--- config.mk ---
export PLATFORM = sky130hd
export DESIGN_NAME = spf_seq
export DESIGN_NICKNAME = d
export VERILOG_FILES = /design/src/design/spf_seq.v /design/src/design/spf_sync.v
export VERILOG_INCLUDE_DIRS = /design/src /design/src/pkg
export SDC_FILE = /design/constraint.sdc
export NUM_CORES = 1
export LEC_CHECK = 0
export ABC_CLOCK_PERIOD_IN_PS = 3400
export BUFFER_PORTS_ARGS = -buffer_cell sky130_fd_sc_hd__buf_2
export CAP_MARGIN = 15
export CELL_PAD_IN_SITES_DETAIL_PLACEMENT = 1
export CELL_PAD_IN_SITES_GLOBAL_PLACEMENT = 1
export CORE_ASPECT_RATIO = 0.7
export CORE_MARGIN = 2
export CORE_UTILIZATION = 35
export DETAILED_ROUTE_END_ITERATION = 7
export GPL_TIMING_DRIVEN = 0
export HOLD_SLACK_MARGIN = 0.06
export PLACE_DENSITY = 0.68
export SYNTH_ARGS = -nofsm -noshare
export SYNTH_HDL_FRONTEND = slang
export SYNTH_HIERARCHICAL = 1
export SYNTH_SLANG_ARGS = --single-unit
--- constraint.sdc ---
create_clock -name mclk -period 3.4 [get_ports mclk]
set_clock_uncertainty 0.15 [all_clocks]
set_input_delay 0.34 -clock mclk [delete_from_list [all_inputs] [get_ports mclk]]
set_output_delay 0.34 -clock mclk [all_outputs]
set_load 0.03 [all_outputs]
--- src/pkg/spf_defs.vh ---
`ifndef SPF_DEFS_VH
`define SPF_DEFS_VH

// opcodes
`define SPF_OP_SECTOR_ERASE   8'h20
`define SPF_OP_BLOCK32_ERASE  8'h52
`define SPF_OP_BLOCK64_ERASE  8'hD8
`define SPF_OP_CHIP_ERASE_A   8'h60
`define SPF_OP_CHIP_ERASE_B   8'hC7
`define SPF_OP_AUTO_INC_WORD  8'hAD
`define SPF_OP_STATUS_READ    8'h05
`define SPF_OP_STATUS1_READ   8'h35
`define SPF_OP_STATUS_WRITE   8'h01
`define SPF_OP_WRITE_ENABLE   8'h06
`define SPF_OP_WRITE_DISABLE  8'h04
`define SPF_OP_BUSY_OUT_ON    8'h70
`define SPF_OP_BUSY_OUT_OFF   8'h80

// status register field positions
`define SPF_ST_BUSY   0
`define SPF_ST_WEL    1
`define SPF_ST_BP0    2
`define SPF_ST_BP1    3
`define SPF_ST_AAI    6
`define SPF_ST_BPL    7

// reset values
`define SPF_STATUS1_RST  8'h00
`define SPF_BP_RST       2'h0

// erase size codes on erase_size
`define SPF_ERASE_SECTOR  2'h0
`define SPF_ERASE_BLK32   2'h1
`define SPF_ERASE_BLK64   2'h2
`define SPF_ERASE_CHIP    2'h3

// address bits that select sector and blocks
`define SPF_SECTOR_LSB   12
`define SPF_BLK32_LSB    15
`define SPF_BLK64_LSB    16

// self-timed operation times and clock rate
`define SPF_CLK_MHZ              25
`define SPF_WORD_PROG_TIME_US    10
`define SPF_SECTOR_ERASE_TIME_MS 25
`define SPF_BLOCK_ERASE_TIME_MS  25
`define SPF_CHIP_ERASE_TIME_MS   50
`define SPF_WORD_PROG_CYC   (`SPF_WORD_PROG_TIME_US * `SPF_CLK_MHZ)
`define SPF_SECTOR_ERASE_CYC (`SPF_SECTOR_ERASE_TIME_MS * 1000 * `SPF_CLK_MHZ)
`define SPF_BLOCK_ERASE_CYC (`SPF_BLOCK_ERASE_TIME_MS * 1000 * `SPF_CLK_MHZ)
`define SPF_CHIP_ERASE_CYC  (`SPF_CHIP_ERASE_TIME_MS * 1000 * `SPF_CLK_MHZ)

`endif

--- src/design/spf_seq.v ---
`timescale 1ns/100ps
`include "spf_defs.vh"
module spf_seq #(
  parameter        ADDR_W       = 18,
  parameter [23:0] T_SECTOR_CYC = `SPF_SECTOR_ERASE_CYC,
  parameter [23:0] T_BLOCK_CYC  = `SPF_BLOCK_ERASE_CYC,
  parameter [23:0] T_CHIP_CYC   = `SPF_CHIP_ERASE_CYC
) (
  // clock and reset
  input  wire              mclk,
  input  wire              resetn,
  // serial pins
  input  wire              ce_n,
  input  wire              sck,
  input  wire              si,
  output reg               so,
  output reg               so_oe,
  // array program port
  output reg               prog_stb,
  output reg  [ADDR_W-1:0] prog_addr,
  output reg  [15:0]       prog_data,
  // array erase port
  output reg               erase_stb,
  output reg  [ADDR_W-1:0] erase_addr,
  output reg  [1:0]        erase_size,
  // state
  output wire              busy,
  output wire              write_enable_latch,
  output wire              auto_inc_active,
  output wire              busy_out_en
);

  localparam [23:0] T_PROG_CYC = `SPF_WORD_PROG_CYC;

  // protection: bp selects the top quarter, top half or the whole array
  function prot_hit;
    input [1:0] top2;
    input [1:0] bp;
    begin
      case (bp)
        2'h0:    prot_hit = 1'b0;
        2'h1:    prot_hit = (top2 == 2'h3);
        2'h2:    prot_hit = top2[1];
        default: prot_hit = 1'b1;
      endcase
    end
  endfunction

  // pin synchronisers
  wire [2:0] pin_s;
  spf_sync #(.W(3)) u_sync (
    .mclk     (mclk),
    .resetn   (resetn),
    .async_in ({ce_n, sck, si}),
    .rst_val  (3'h7),
    .sync_out (pin_s)
  );
  wire ce_n_s = pin_s[2];
  wire sck_s  = pin_s[1];
  wire si_s   = pin_s[0];

  // frame receive state
  reg        ce_n_prev_q;
  reg        sck_prev_q;
  reg [2:0]  bit_cnt_q;
  reg [2:0]  nbytes_q;
  reg [6:0]  sh_q;
  reg [7:0]  opcode_q;
  reg [39:0] col_q;
  reg        ignore_q;
  // status shift-out
  reg        rd_mode_q;
  reg        rd_sel1_q;
  reg [2:0]  rd_bit_q;
  reg [7:0]  rd_byte_q;
  // device state; busy lasts while the countdown is non-zero
  reg        wel_q;
  reg        aai_q;
  reg        aai_end_q;
  reg        hw_busy_q;
  reg [1:0]  bp_q;
  reg [7:0]  status1_q;
  reg [ADDR_W-1:0] ptr_q;
  reg [23:0] busy_cnt_q;

  // pin edges seen through the synchroniser
  wire sel      = ~ce_n_s;
  wire sck_rise = sck_s & ~sck_prev_q;
  wire sck_fall = ~sck_s & sck_prev_q;
  wire ce_rise  = ce_n_s & ~ce_n_prev_q;
  wire busy_w   = (busy_cnt_q != 24'h000000);
  wire [7:0] rx_byte = {sh_q, si_s};

  // status register as read back; bits not modelled read zero
  wire [7:0] status_w;
  assign status_w = {1'b0, aai_q, 2'h0, bp_q[1], bp_q[0], wel_q, busy_w};

  // opcode filter at the end of the first byte
  reg accept;
  always @* begin
    accept = 1'b1;
    if (aai_q) begin
      if (rx_byte == `SPF_OP_AUTO_INC_WORD)
        accept = ~busy_w;
      else if (rx_byte == `SPF_OP_WRITE_DISABLE)
        accept = 1'b1;
      else if (rx_byte == `SPF_OP_STATUS_READ)
        accept = ~hw_busy_q;
      else
        accept = 1'b0;
    end else if (busy_w) begin
      // only status reads and write disable may interrupt a self-timed operation
      accept = (rx_byte == `SPF_OP_STATUS_READ) || (rx_byte == `SPF_OP_STATUS1_READ) ||
               (rx_byte == `SPF_OP_WRITE_DISABLE);
    end
  end

  // word step; the spare top bit catches running off the array end
  wire [ADDR_W:0]   word_step = {{(ADDR_W-1){1'b0}}, 2'h2};

  // next auto-increment pointer and end-of-range check
  wire [ADDR_W:0]   ptr_nxt  = {1'b0, ptr_q} + word_step;
  wire              nxt_end  = ptr_nxt[ADDR_W] | prot_hit(ptr_nxt[ADDR_W-1:ADDR_W-2], bp_q);

  // first word: address bit 0 forced low, pointer set to the word after it
  wire [ADDR_W-1:0] start_a  = {col_q[16+ADDR_W-1:17], 1'b0};
  wire [ADDR_W:0]   start_nx = {1'b0, start_a} + word_step;
  wire              start_end = start_nx[ADDR_W] |
                                prot_hit(start_nx[ADDR_W-1:ADDR_W-2], bp_q);
  wire [ADDR_W-1:0] erase_a  = col_q[ADDR_W-1:0];

  // serial receive, status shift-out and command execution
  always @(posedge mclk or negedge resetn) begin
    if (!resetn) begin
      ce_n_prev_q <= 1'b1;
      sck_prev_q  <= 1'b1;                                      // synchronised sck resets high too
      bit_cnt_q   <= 3'h0;
      nbytes_q    <= 3'h0;
      sh_q        <= 7'h00;
      opcode_q    <= 8'h00;
      col_q       <= 40'h0000000000;
      ignore_q    <= 1'b0;
      rd_mode_q   <= 1'b0;
      rd_sel1_q   <= 1'b0;
      rd_bit_q    <= 3'h0;
      rd_byte_q   <= 8'h00;
      wel_q       <= 1'b0;
      aai_q       <= 1'b0;
      aai_end_q   <= 1'b0;
      hw_busy_q   <= 1'b0;
      bp_q        <= `SPF_BP_RST;
      status1_q   <= `SPF_STATUS1_RST;
      ptr_q       <= {ADDR_W{1'b0}};
      busy_cnt_q  <= 24'h000000;
      so          <= 1'b1;
      so_oe       <= 1'b0;
      prog_stb    <= 1'b0;
      prog_addr   <= {ADDR_W{1'b0}};
      prog_data   <= 16'h0000;
      erase_stb   <= 1'b0;
      erase_addr  <= {ADDR_W{1'b0}};
      erase_size  <= `SPF_ERASE_SECTOR;
    end else begin
      ce_n_prev_q <= ce_n_s;
      sck_prev_q  <= sck_s;
      prog_stb    <= 1'b0;
      erase_stb   <= 1'b0;
      // self-timed operation countdown holds busy until done
      if (busy_w)
        busy_cnt_q <= busy_cnt_q - 24'h000001;

      // pin drive: busy pin mode wins while auto-increment runs
      if (sel && hw_busy_q && aai_q && !rd_mode_q) begin
        so_oe <= 1'b1;
        so    <= ~busy_w;
      end else begin
        so_oe <= sel & rd_mode_q;
      end

      // deselect drops any partial frame, so a cut byte never executes
      if (!sel) begin
        bit_cnt_q <= 3'h0;
        nbytes_q  <= 3'h0;
        rd_mode_q <= 1'b0;
        rd_bit_q  <= 3'h0;
      end else begin
        // mode 0: sample on rising clock
        if (sck_rise) begin
          sh_q      <= rx_byte[6:0];
          bit_cnt_q <= bit_cnt_q + 3'h1;
          if (bit_cnt_q == 3'h7) begin
            if (nbytes_q != 3'h7)
              nbytes_q <= nbytes_q + 3'h1;
            if (nbytes_q == 3'h0) begin
              opcode_q  <= rx_byte;
              ignore_q  <= ~accept;
              rd_mode_q <= accept && ((rx_byte == `SPF_OP_STATUS_READ) ||
                                      (rx_byte == `SPF_OP_STATUS1_READ));
              rd_sel1_q <= (rx_byte == `SPF_OP_STATUS1_READ);
            end else begin
              col_q <= {col_q[31:0], rx_byte};
            end
          end
        end
        // status bytes leave msb first on falling clock, repeating
        if (sck_fall && rd_mode_q) begin
          rd_bit_q <= rd_bit_q + 3'h1;
          if (rd_bit_q == 3'h0) begin
            rd_byte_q <= rd_sel1_q ? status1_q : status_w;
            so        <= rd_sel1_q ? status1_q[7] : status_w[7];
          end else begin
            so <= rd_byte_q[3'h7 - rd_bit_q];
          end
        end
      end

      // commands take effect only at select release
      if (ce_rise && !ignore_q && nbytes_q != 3'h0 && bit_cnt_q == 3'h0) begin
        case (opcode_q)
          `SPF_OP_WRITE_ENABLE: begin
            if (nbytes_q == 3'h1)
              wel_q <= 1'b1;
          end
          `SPF_OP_WRITE_DISABLE: begin
            if (nbytes_q == 3'h1) begin
              wel_q     <= 1'b0;
              aai_q     <= 1'b0;
              aai_end_q <= 1'b0;
            end
          end
          `SPF_OP_BUSY_OUT_ON: begin
            if (nbytes_q == 3'h1 && !aai_q)
              hw_busy_q <= 1'b1;
          end
          `SPF_OP_BUSY_OUT_OFF: begin
            if (nbytes_q == 3'h1 && !aai_q)
              hw_busy_q <= 1'b0;
          end
          `SPF_OP_STATUS_WRITE: begin
            // byte or word form only; extra bytes cancel the write
            if (wel_q && (nbytes_q == 3'h2 || nbytes_q == 3'h3)) begin
              wel_q <= 1'b0;
              if (nbytes_q == 3'h2) begin
                bp_q <= col_q[`SPF_ST_BP1:`SPF_ST_BP0];
              end else begin
                bp_q      <= col_q[8+`SPF_ST_BP1:8+`SPF_ST_BP0];
                status1_q <= col_q[7:0];
              end
            end
          end
          `SPF_OP_SECTOR_ERASE, `SPF_OP_BLOCK32_ERASE, `SPF_OP_BLOCK64_ERASE: begin
            if (wel_q && nbytes_q == 3'h4 &&
                !prot_hit(erase_a[ADDR_W-1:ADDR_W-2], bp_q)) begin
              wel_q      <= 1'b0;
              erase_stb  <= 1'b1;
              if (opcode_q == `SPF_OP_SECTOR_ERASE) begin
                erase_addr <= {erase_a[ADDR_W-1:`SPF_SECTOR_LSB], {`SPF_SECTOR_LSB{1'b0}}};
                erase_size <= `SPF_ERASE_SECTOR;
                busy_cnt_q <= T_SECTOR_CYC;
              end else if (opcode_q == `SPF_OP_BLOCK32_ERASE) begin
                erase_addr <= {erase_a[ADDR_W-1:`SPF_BLK32_LSB], {`SPF_BLK32_LSB{1'b0}}};
                erase_size <= `SPF_ERASE_BLK32;
                busy_cnt_q <= T_BLOCK_CYC;
              end else begin
                erase_addr <= {erase_a[ADDR_W-1:`SPF_BLK64_LSB], {`SPF_BLK64_LSB{1'b0}}};
                erase_size <= `SPF_ERASE_BLK64;
                busy_cnt_q <= T_BLOCK_CYC;
              end
            end
          end
          `SPF_OP_CHIP_ERASE_A, `SPF_OP_CHIP_ERASE_B: begin
            if (wel_q && nbytes_q == 3'h1 && bp_q == 2'h0) begin
              wel_q      <= 1'b0;
              erase_stb  <= 1'b1;
              erase_addr <= {ADDR_W{1'b0}};
              erase_size <= `SPF_ERASE_CHIP;
              busy_cnt_q <= T_CHIP_CYC;
            end
          end
          `SPF_OP_AUTO_INC_WORD: begin
            if (!aai_q) begin
              // first word carries the address
              if (wel_q && nbytes_q == 3'h6 &&
                  !prot_hit(start_a[ADDR_W-1:ADDR_W-2], bp_q)) begin
                aai_q      <= 1'b1;
                prog_stb   <= 1'b1;
                prog_addr  <= start_a;
                prog_data  <= col_q[15:0];
                ptr_q      <= start_nx[ADDR_W-1:0];
                aai_end_q  <= start_end;
                busy_cnt_q <= T_PROG_CYC;
              end
            end else if (nbytes_q == 3'h3 && !aai_end_q) begin
              // continuation: no address, next two locations
              prog_stb   <= 1'b1;
              prog_addr  <= ptr_q;
              prog_data  <= col_q[15:0];
              ptr_q      <= ptr_nxt[ADDR_W-1:0];
              aai_end_q  <= nxt_end;
              busy_cnt_q <= T_PROG_CYC;
            end
          end
          default: begin
            ignore_q <= 1'b0;
          end
        endcase
      end
    end
  end

  // state outputs
  assign busy               = busy_w;
  assign write_enable_latch = wel_q;
  assign auto_inc_active    = aai_q;
  assign busy_out_en        = hw_busy_q;

endmodule

--- src/design/spf_sync.v ---
`timescale 1ns/100ps
// two-flop synchroniser for a group of pin levels
module spf_sync #(
  parameter W = 3
) (
  // clock and reset
  input  wire         mclk,
  input  wire         resetn,
  // levels
  input  wire [W-1:0] async_in,
  input  wire [W-1:0] rst_val,
  output wire [W-1:0] sync_out
);

  reg [W-1:0] meta_q;
  reg [W-1:0] sync_q;

  // per-bit chain; every flop resets high, the idle level of select
  genvar i;
  generate
    for (i = 0; i < W; i = i + 1) begin : g_bit
      always @(posedge mclk or negedge resetn) begin
        if (!resetn) begin
          meta_q[i] <= 1'b1;
          sync_q[i] <= 1'b1;
        end else begin
          meta_q[i] <= async_in[i];
          sync_q[i] <= meta_q[i];
        end
      end
    end
  endgenerate

  // a zero in rst_val inverts that bit on the way out; callers pass all ones
  assign sync_out = sync_q ^ ~rst_val;

endmodule

# --- Yosys cells after proc, flatten, opt, wreduce, memory -nomap -nowiden ---
# Cells that the tools add are included.
word_totals:
  register_bits: 191
  in_bits: 5
  out_inout_bits: 62
  word_cells: 247
classes:
  addsub: 7
  magnitude_cmp: 1
  n_eq_ne: 38
  muxes: 93
  n_bitwise: 15
  reduce_logical: 59
ops:
  columns: ["cell", "n"]
  rows:
  - ["2-to-1 mux 24 bit", 7]
  - ["2-to-1 mux 18 bit", 8]
  - ["2-to-1 mux 16 bit", 5]
  - ["case mux 24 bit (3 select lines)", 1]
  - ["2-to-1 mux 1 bit", 46]
  - ["equality test 8 bit (second input constant)", 5]
  - ["adder 18 x 2 -> 19 bit (second input constant)", 2]
  - ["case mux 18 bit (2 select lines)", 1]
  - ["equality test 8 x 3 -> 1 bit (second input constant)", 4]
  - ["equality test 8 x 7 -> 1 bit (second input constant)", 3]
  - ["2-to-1 mux 3 bit", 8]
  - ["AND reduction 4 bit", 6]
  - ["nonzero test 24 bit", 1]
  - ["subtractor 24 x 1 -> 24 bit (second input constant)", 1]
  - ["nonzero test 2 bit", 9]
  - ["logical AND 1 bit", 17]
  - ["equality test 8 x 6 -> 1 bit (second input constant)", 2]
  - ["AND reduction 3 bit", 5]
  - ["inequality test 2 bit (second input constant)", 7]
  - ["case mux 1 bit (3 select lines)", 4]
  - ["OR reduction 11 bit", 1]
  - ["equality test 2 bit (second input constant)", 5]
  - ["2-to-1 mux 2 bit", 5]
  - ["adder 3 x 1 -> 3 bit (second input constant)", 3]
  - ["other kinds (28)", 57]

# --- Longest topological paths before layout ---
# Gate-level depths: netlist of the first run.
depth:
  ltp_word: 12
  depth_mapped: 12

# --- Cells and area by module ---
# Netlist of the first run, hierarchy kept.
modules_own_cells:
  columns: ["module", "n_inst", "cells_each", "area_each_um2", "seq_area_each_um2"]
  rows:
  - ["spf_seq", 1, 851, 8687.1, 4282.9]
  - ["spf_sync", 1, 9, 183.9, 157.7]

# --- Worst setup path before layout of the first run ---
# No wires, ideal clock.
synth_timing:
  path_kind: "reg2reg"
  start: "reg u_sync.sync_q[2]"
  end: "reg status1_q[0]"
  arrival_ps: 2482
  setup_slack_ps: 644
  stages_incl_launch_ff: 9
  path_buffers: 2
  synth_period_minus_slack_ps: 2756
  path_cell_list: "dfstp_2 -> xnor2_1 -> buf_2 -> nand3b_1 -> or4_1 -> clkbuf_1 -> or4_4 -> nor2_4 -> mux2_2"
synth_between:
  elab_chain_len: 5
synth_lines:
  columns: ["item", "line", "source"]
  rows:
  - ["start, declared", "spf_sync.v:16", "reg [W-1:0] sync_q;"]
  - ["start signal, assigned by index", "spf_sync.v:28", "sync_q[i] <= meta_q[i];"]
  - ["bitwise AND 1 bit", "spf_seq.v:90", "wire ce_rise = ce_n_s & ~ce_n_prev_q;"]
  - ["logical AND 1 bit (3 in series)", "spf_seq.v:218", "if (ce_rise && !ignore_q && nbytes_q != 3'h0 && bit_cnt_q == 3'h0) begin"]
  - ["AND reduction 4 bit (no line)", null, null]
  - ["end signal, assigned", "spf_seq.v:152", "status1_q <= `SPF_STATUS1_RST;"]
  - ["end signal, assigned", "spf_seq.v:247", "status1_q <= col_q[7:0];"]
  - ["end, declared", "spf_seq.v:82", "reg [7:0] status1_q;"]
# No other way between the ends.
# A chain may end at the register's enable or synchronous reset.

# --- Final worst setup path of the first run ---
layout_timing:
  start: "reg busy_cnt_q[0]"
  end: "out busy"
layout_between:
  elab_chain_len: 1
layout_lines:
  columns: ["item", "line", "source"]
  rows:
  - ["start, declared", "spf_seq.v:84", "reg [23:0] busy_cnt_q;"]
  - ["start signal, assigned", "spf_seq.v:170", "busy_cnt_q <= busy_cnt_q - 24'h000001;"]
  - ["nonzero test 24 bit", "spf_seq.v:91", "wire busy_w = (busy_cnt_q != 24'h000000);"]
  - ["end, declared", "spf_seq.v:27", "output wire busy,"]
# No other way between the ends.

==> flow_summary.ini, run 1 <==
[status]
status = finished with violations
violations = DRC

[logic_synthesis]
ys.flop_type = dfrtp_1
ys_ff_latch = 177
syn_inst = 860
async_flop_share_pct = 100
avgSynthCellArea_um2 = 10.3
yosysSeqAreaShare_pct = 50.1
synthDistinctLibCells = 74
synth.cell_area_um2 = 8870
yosysWarnings = 6
synth-edff-count = 0

[timing]
drv_slew = 0
timing.slew.headroom_pct = 41.9
setup_viol = 0
rsz0062_at_grt = no
worst_hold_slack_ps = 209
finalWorstSetupSlack_ps = 139
period_share_pct = 95.9
fin_tns_setup_ps = 0
period_needed_ps = 3260
tightestPinTransition_ps = 871
hold_violations = 0
fmax_ghz = 0.307

[cts]
ctsHtreeMaxLevel = 4
clock_sinks = 177
clock_tree.buffer_depth = 2
root_buffer = clkbuf_16
cts_buffers = 17
cts.clk_slew.worst_paths_ps = 70
worstSkewPairLatency_ps = 440
cts_tree = done

[global_route]
grt_pass1_vias = 7067
grt.total_usage_pct = 20.0
grt_max_degree = 96
gr-total-overflow = 0
grt_pass1_wl_um = 40900
antenna_found_initial = 0

[route]
wl_per_cell_um = 19.4
drt-total-wl_um = 25000
dr.first_iter.drc_count = 382
ant_nets = 0
drt_first_pass_iters = 8
routed_via_density = 5.25
drc_errors = 3
vias = 6768

[floorplanning]
boundaryPins = 67
dieHeight_um = 137
rows = 48
core_um2 = 24800
die_area_um2 = 26700
initial_core_util_pct = 35.8
die_x_um = 194

[finish]
final_net_count = 971
regArea_um2 = 4440
nFillCells = 2812
drive_above_1_share_pct = 21.7
layout_commonest_cell = dfrtp_1
area_growth_pct = 15.9
antennaDiodeCount = 0
final_cell_mix = dfrtp_1 (168), nand2_1 (125), o21ai_0 (57), buf_2 (57), mux2_2 (56)
multi_input_area_um2 = 4170

[worst_setup_path]
crit_required_ps = 2910
path_class = reg -> out
startpoint_type = flop
crit_arrival_ps = 2770
cp_max_fo = 10
critPathCaptureType = output port

[placement]
place_congestion = 0.825
dp_hpwl_um = 18200
pre_cts_ws_ps = -683
port_buffers = 53

[worst_hold_path]
hold_class = reg -> reg

[job]
max_cap_viol_count = 0

[pwr]
ir_worst_vdd_uv = 339
power_density_nw_per_um2 = 425
leakage_nw = 4.57
-- cell usage after synthesis, drive strengths merged, types with 19 or more instances --
cell type	instances	share of area, %
clkbuf	31	1.3
xnor2	22	2.2
nand2	126	5.3
buf	23	1.8
nand3	25	1.5
mux2i	30	3.4
nor2	57	2.5
xor2	19	1.9
a21oi	32	1.8
dfrtp	168	47
mux2	56	7.1
inv	20	0.85
o21ai	61	3.4
-- worst max-delay path: stages (launching register included) --
cell,delay [ps]
dfrtp_1,410
inv_1,90
ha_1,160
or4b_2,670
nor3_1,450
nand3_4,290
buf_2,270
-- stage by stage --
step	std cells	total power, mW	cell area, um^2	utilization (%)
after detailed placement	1253	2.47	9630	38.8
after global routing	1289	4.54	10300	41.4
after CTS	1289	4.43	10300	41.4
final	1289	4.37	10300	41.4
after floorplan	874	2.37	8920	-
after global placement	1252	2.46	9600	38.7
-- state kept, by name (all words and copies together), names as in the netlist, 6 cells and up --
name,flops
prog_addr,17
prog_data,16
rd_byte_q,8
erase_addr,6
col_q,34
ptr_q,17
sh_q,7
opcode_q,8
busy_cnt_q,24
status1_q,8
-- cells by family (layout without fill, tap and decap cells) --
group           Yosys count  after routing  share of synthesized area (%)
xor+xnor                 41             41                           4.05
buf+inv                  74            164                           3.96
fa+ha+maj                15             15                           2.12
flops                   177            177                           50.1
other cells               2             16                         0.0847
mux                      88             88                           11.0
simple gates            317            317                           18.4
compound gates          146            146                           10.3
-- worst paths after layout --
path	startpoint	end	slack, ps	cells after the start
worst min-delay path	u_sync/meta_q[2]	u_sync/sync_q[2]	210	0
worst min register to register	u_sync/meta_q[2]	u_sync/sync_q[2]	210	0
max in group asynchronous	resetn	u_sync/sync_q[1]	1860	3
worst max register to register	u_sync/sync_q[2]	prog_data[15]	220	11
worst max-delay path	busy_cnt_q[0]	busy	140	6
min in group asynchronous	resetn	ptr_q[11]	330	2
-- metal layers --
layer | GRT usage, % | wire length [um] | vias up
met2 | 28.5 | 10300 | 133
met4 | 5.17 | 248 | 0
met3 | 4.09 | 1100 | 16
li1 | - | - | 3203
met5 | 0 | 0 | -
met1 | 30.6 | 13400 | 3416
-- power breakdown --
part	switching [mW]	internal, mW
clock	0.937	1.00
sequential	0.0789	2.16
combinational	0.115	0.0797
total	1.13	3.24
-- area by class of cell --
cell class                 instances  share of cell area, %
buffer                            54                   2.71
clock buffer                      19                   4.41
clock inverter                    13                   1.11
inverter                          20                  0.730
multi-input combinational        623                   40.6
sequential                       177                   43.2
tap                              325                   3.96
timing repair buffer              58                   3.33
-- what timing repair did --
| action | CTS | global route |
|---|---|---|
| buffers inserted | 0 | 0 |
| endpoints found under the setup margin | 55 | 56 |
| resized for setup | 5 | 4 |
| hold buffers | 4 | 0 |
| endpoints found under the hold margin | 80 | 0 |
No activity file was read; power rests on OpenSTA's default activity.
==> inputs of run 2 (changes only) <==
ABC_AREA = 1   (was not set)
PLACE_DENSITY = 0.71   (was 0.68)
==> run 2 against run 1 <==
Compared with the run above:
- the flow now finishes without violations
- final cell count up 24%
- die area is 2.2% higher
- synthesized cell count is 35% higher
- critical path type is now reg -> reg
- critical endpoint is now prog_addr[12]
- largest cell class unchanged
- largest power group unchanged
==> flow_summary.ini, run 2 <==
[finish]
largest-register = col_q
finish.instance_area_um2 = 10500
final_cell_mix = nand2_1 (245), dfrtp_1 (168), nor2_1 (152)
reg_top3 = col_q (34), busy_cnt_q (24)
layout_commonest_cell = nand2_1
antennaDiodeCount = 0
post-route-util_pct = 41.0
final_net_count = 1276
drive_above_1_share_pct = 10.3
nFillCells = 3174
largest_reg_flops = 34
area_growth_pct = 15.5

[logic_synthesis]
async_flop_share_pct = 100
synthDistinctLibCells = 42
synth_top_area_share_pct = 46.4
synth.cell_area_um2 = 9070
synth-edff-count = 0
netlist_top_cells_area = dfrtp_1 (46%), nand2_1 (10%), o21ai_0 (7.9%)
yosysSeqAreaShare_pct = 49.0
synth_common_cells = nand2_1 (245), dfrtp_1 (168), nor2_1 (152)
avgSynthCellArea_um2 = 7.81
syn_inst = 1161
yosysWarnings = 6
synth_largest_area_cell = dfrtp_1
ys_ff_latch = 177
synth_most_common_cell = nand2_1
ys.flop_type = dfrtp_1

[pwr]
switchingPower_mw = 1.13
switching_share_pct = 25.6
leakage_nw = 5.17
ir_worst_vdd_uv = 367
p_clk_share_pct = 44.3
p_seq_share_pct = 49.7
combPwrFrac_pct = 6.0
intPower_mw = 3.30
power_density_nw_per_um2 = 424

[global_route]
antenna_found_initial = 0
grt_pass1_wl_um = 46200
grt_pass1_vias = 8198
grt.total_usage_pct = 22.0
grt_max_degree = 117
gr-total-overflow = 0

[worst_setup_path]
r2r.worst_path.cells = 9
crit_arrival_ps = 3090
critPathCaptureType = flop
cp_max_fo = 10
crit_required_ps = 3550
startpoint_type = flop
path_class = reg -> reg

[cts]
cts_tree = done
ctsHtreeMaxLevel = 4
clock_tree.buffer_depth = 2
cts.clk_slew.worst_paths_ps = 70
root_buffer = clkbuf_16
post-cts-setup-buffer-count = 0
cts_buffers = 17
postCtsResizedCells = 0
worstSkewPairLatency_ps = 460
hold_buffers = 4
clock_sinks = 177

[timing]
fmax_ghz = 0.340
setup_viol = 0
tightestPinTransition_ps = 1170
period_share_pct = 86.5
rsz0062_at_grt = no
period_needed_ps = 2940
hold_violations = 0
timing.slew.headroom_pct = 21.3
drv_slew = 0
finalWorstSetupSlack_ps = 458

[route]
drc_errors = 0
dr.first_iter.drc_count = 566
drt-total-wl_um = 28700
ant_nets = 0
drt_first_pass_iters = 5
vias = 8150
routed_via_density = 5.09
wl_per_cell_um = 17.9

[placement]
port_buffers = 53
dp_hpwl_um = 21700
placed_cell_area_um2 = 9860
pre_cts_ws_ps = 507
place_congestion = 0.878

[floorplanning]
die_area_um2 = 27200
core_um2 = 25600
rows = 49
die_x_um = 196
boundaryPins = 67
dieHeight_um = 139
initial_core_util_pct = 35.5

[worst_hold_path]
hold_class = reg -> reg
worstHoldPathCells = 0

[job]
max_cap_viol_count = 0

[status]
status = complete, no violations
-- run 2: cell types whose count changed in the layout (fill, tap and decap cells not counted), moves of 17 or more --
cell     change
mux2_2      -55
a21oi_1     +17
o21ai_0     +86
inv_1      +116
nand3_1     +35
mux2i_1     -30
nand2_1    +120
nor2_1      +97
nor3_1      +19
-- run 2: metrics by stage --
step           TNS, ps  power (mW)  hold WS (ps)  std cells
2_1_floorplan        0        2.39          -106       1178
4_1_cts              0        4.49           208       1600
3_3_place_gp   -192730        2.50           197       1562
5_1_grt              0        4.61           208       1600
3_5_place_dp         0        2.51           170       1564
6_report             0        4.43           207       1600
-- run 2: metal layers --
metal  track usage (%)  wire length, um
met1              34.8            15500
met2              30.6            11800
met3              4.38             1140
met4              4.51              204
met5                 0                0
-- run 2: power by group through the flow --
| stage | clock network, mW | registers (mW) | logic, mW |
|---|---|---|---|
| 2_1_floorplan | 0 | 2.22 | 0.163 |
| 3_3_place_gp | 0 | 2.24 | 0.252 |
| 3_5_place_dp | 0 | 2.25 | 0.266 |
| 4_1_cts | 2.01 | 2.21 | 0.272 |
| 5_1_grt | 2.09 | 2.21 | 0.305 |
| 6_report | 1.96 | 2.20 | 0.267 |
-- run 2: worst paths after layout --
| kind | startpoint | endpoint | slack [ps] |
|---|---|---|---|
| hold reg to reg | u_sync/meta_q[1] | u_sync/sync_q[1] | 210 |
| min in group asynchronous | resetn | prog_addr[12] | 270 |
| max in group asynchronous | resetn | erase_addr[14] | 1830 |
| setup reg to reg | u_sync/sync_q[2] | prog_addr[12] | 460 |
| hold / removal | u_sync/meta_q[1] | u_sync/sync_q[1] | 210 |
| setup / recovery | u_sync/sync_q[2] | prog_addr[12] | 460 |
-- run 2: logic make-up (layout without fill, tap and decap cells) --
family,Yosys count,count (layout),synth area share (%)
flops,177,177,49.0
other cells,2,19,0.0828
simple gates,523,523,24.3
fa+ha+maj,15,15,2.07
mux,1,1,0.124
xor+xnor,23,23,2.22
buf+inv,185,276,8.33
compound gates,235,235,13.9
-- run 2: area by class of cell --
type / instances / area [um^2] / area share, %
Buffer: 43 / 223 / 2.13
Multi-Input combinational cell: 816 / 3940 / 37.6
Tap cell: 331 / 414 / 3.96
Sequential cell: 177 / 4440 / 42.4
Clock inverter: 9 / 95.1 / 0.908
Timing Repair Buffer: 59 / 350 / 3.35
Inverter: 142 / 533 / 5.09
Clock buffer: 23 / 478 / 4.57
-- run 2: worst max-delay path: stages (launching register included) --
cell	delay [ps]
dfstp_2	530
nand2_1	50
nand2_1	220
nand2_1	140
nor3b_4	490
nand3_1	420
buf_2	360
buf_2	250
nand2_1	80
o21ai_0	80
==> inputs of run 3 (changes only) <==
ABC_CLOCK_PERIOD_IN_PS = 2700   (was 3400)
CAP_MARGIN = 20   (was 15)
PLACE_DENSITY = 0.73   (was 0.71)
clock period = 2.7 ns   (was 3.4 ns; I/O delays follow)
==> run 3 against run 2 <==
Compared with the run above:
- routed wire length decreased by 0.20%
- flip-flop and latch count unchanged
- final cell count grew 0.38%
- core utilization is 0.42 points higher
- die area unchanged
- worst hold slack lost 11 ps
- clock power is 24% higher
- sequential share of layout area decreased by 0.43 points
- cell area grew 1.0%
- non-clock buffer count increased by 6
- register-to-register slack got worse by 270 ps
- via count up 1.4%
==> flow_summary.ini, run 3 (synthesis gave the netlist of run 2 again) <==
[pwr]
power_density_nw_per_um2 = 524
ir_worst_vdd_uv = 470
leakage_nw = 5.23

[worst_setup_path]
critPathSlowestCell = dfrtp_1
path_class = reg -> out
worstPathBufferInverterCount = 2
slowest_delay_ps = 440
startpoint_type = flop
cp_max_fo = 4
cp.depth = 7
crit_chain = nor2_1 > nand2_1 > nor2_1 > nand2_1 > nor3_4 > inv_1 > buf_2
critPathTopFamily = simple AND/OR/NAND/NOR gates
crit_required_ps = 2280
critPathCaptureType = output port
r2r.worst_path.cells = 13
crit_arrival_ps = 2150
rrSetupSlack_ps = 190

[timing]
timing.slew.headroom_pct = 41.3
tightestPinTransition_ps = 881
period_needed_ps = 2570
fmax_ghz = 0.390
period_share_pct = 95.0
worst_hold_slack_ps = 196
setup_viol = 0
fin_tns_setup_ps = 0
rsz0062_at_grt = yes
hold_violations = 0
drv_slew = 0

[route]
drt_first_pass_iters = 4
vias = 8263
drc_errors = 0
routed_via_density = 5.15
ant_nets = 0
wl_per_cell_um = 17.8
drt-total-wl_um = 28600
dr.first_iter.drc_count = 480

[placement]
dp_cells = 1564
dp_hpwl_um = 21600
port_buffers = 53
place_congestion = 0.893
placed_cell_area_um2 = 9860

[global_route]
antenna_found_initial = 0
grt_pass1_wl_um = 46800
gr-total-overflow = 0
grt_pass1_vias = 8359
grt.total_usage_pct = 22.1
grt_max_degree = 112

[floorplanning]
boundaryPins = 67
core_um2 = 25600
die_area_um2 = 27200
die_x_um = 196
rows = 49
initial_core_util_pct = 35.5
dieHeight_um = 139

[finish]
layout_commonest_cell = nand2_1
post-route-util_pct = 41.4
area_growth_pct = 16.6
drive_above_1_share_pct = 11.8
largest_reg_flops = 34
reg_top3 = col_q (34), busy_cnt_q (24)
final_net_count = 1282
finish.instance_area_um2 = 10600
post_layout_nonfiller_instances = 1606
final_cell_mix = nand2_1 (244), dfrtp_1 (168), nor2_1 (148)
antennaDiodeCount = 0
largest-register = col_q

[worst_hold_path]
hold_class = in -> async

[cts]
cts_tree = done
cts_buffers = 17
cts.clk_slew.worst_paths_ps = 70
worstSkewPairLatency_ps = 460
clock_tree.buffer_depth = 2
ctsHtreeMaxLevel = 4
clock_sinks = 177
root_buffer = clkbuf_16

[status]
status = complete, no violations

[job]
max_cap_viol_count = 0
==> run 3: cell types whose count changed in the layout (fill, tap and decap cells not counted), sizes merged <==
cell	change
buf	+3
inv	+3
clkinvlp	+2
bufinv	-1
clkbuf	-1
==> run 3: cell type report <==
type,instances,area [um^2]
multi-input combinational,816,4000
fill,3131,15000
timing repair buffer,65,395
sequential,177,4440
buffer,43,231
clock inverter,13,121
inverter,142,533
clock buffer,19,443
tap,331,414
==> run 3: final timing paths <==
check | startpoint | end
setup / recovery | busy_cnt_q[8] | busy
hold / removal | resetn | prog_addr[12]
setup reg to reg | busy_cnt_q[0] | busy_cnt_q[7]
hold reg to reg | u_sync/meta_q[1] | u_sync/sync_q[1]
max in group asynchronous | resetn | sh_q[6]
min in group mclk | u_sync/meta_q[1] | u_sync/sync_q[1]
==> run 3: where the power goes <==
group	switching, mW	total, mW	internal, mW	leakage [nW]
sequential	0.0654	2.77	2.71	2.03
clock	1.19	2.43	1.24	0.269
combinational	0.251	0.346	0.0952	2.93
==> run 3: metal layers <==
layer	wire length [um]	share of wire, %	up-vias	global-route usage [%]
met5	0	0	-	0
met4	406	1.4	0	5.86
met3	1260	4.4	28	4.21
met2	11700	41	164	30.8
met1	15200	53	4098	34.7
li1	-	-	3973	-
==> run 3: metrics by stage <==
stage	worst slack [ps]	total power, mW
6_report	134	5.55
5_1_grt	-16.8	5.77
4_1_cts	9.62	5.61
3_5_place_dp	-222	3.16
3_3_place_gp	-1770	3.14
2_1_floorplan	592	3.00
==> run 3: what timing repair did <==
action | 4_1_cts | 5_1_grt
endpoints found under the hold margin | 69 | 0
pin swaps | 1 | 2
hold buffers | 4 | 0
gates resized for setup | 5 | 13
setup endpoints to repair | 32 | 80
buffers inserted | 2 | 4
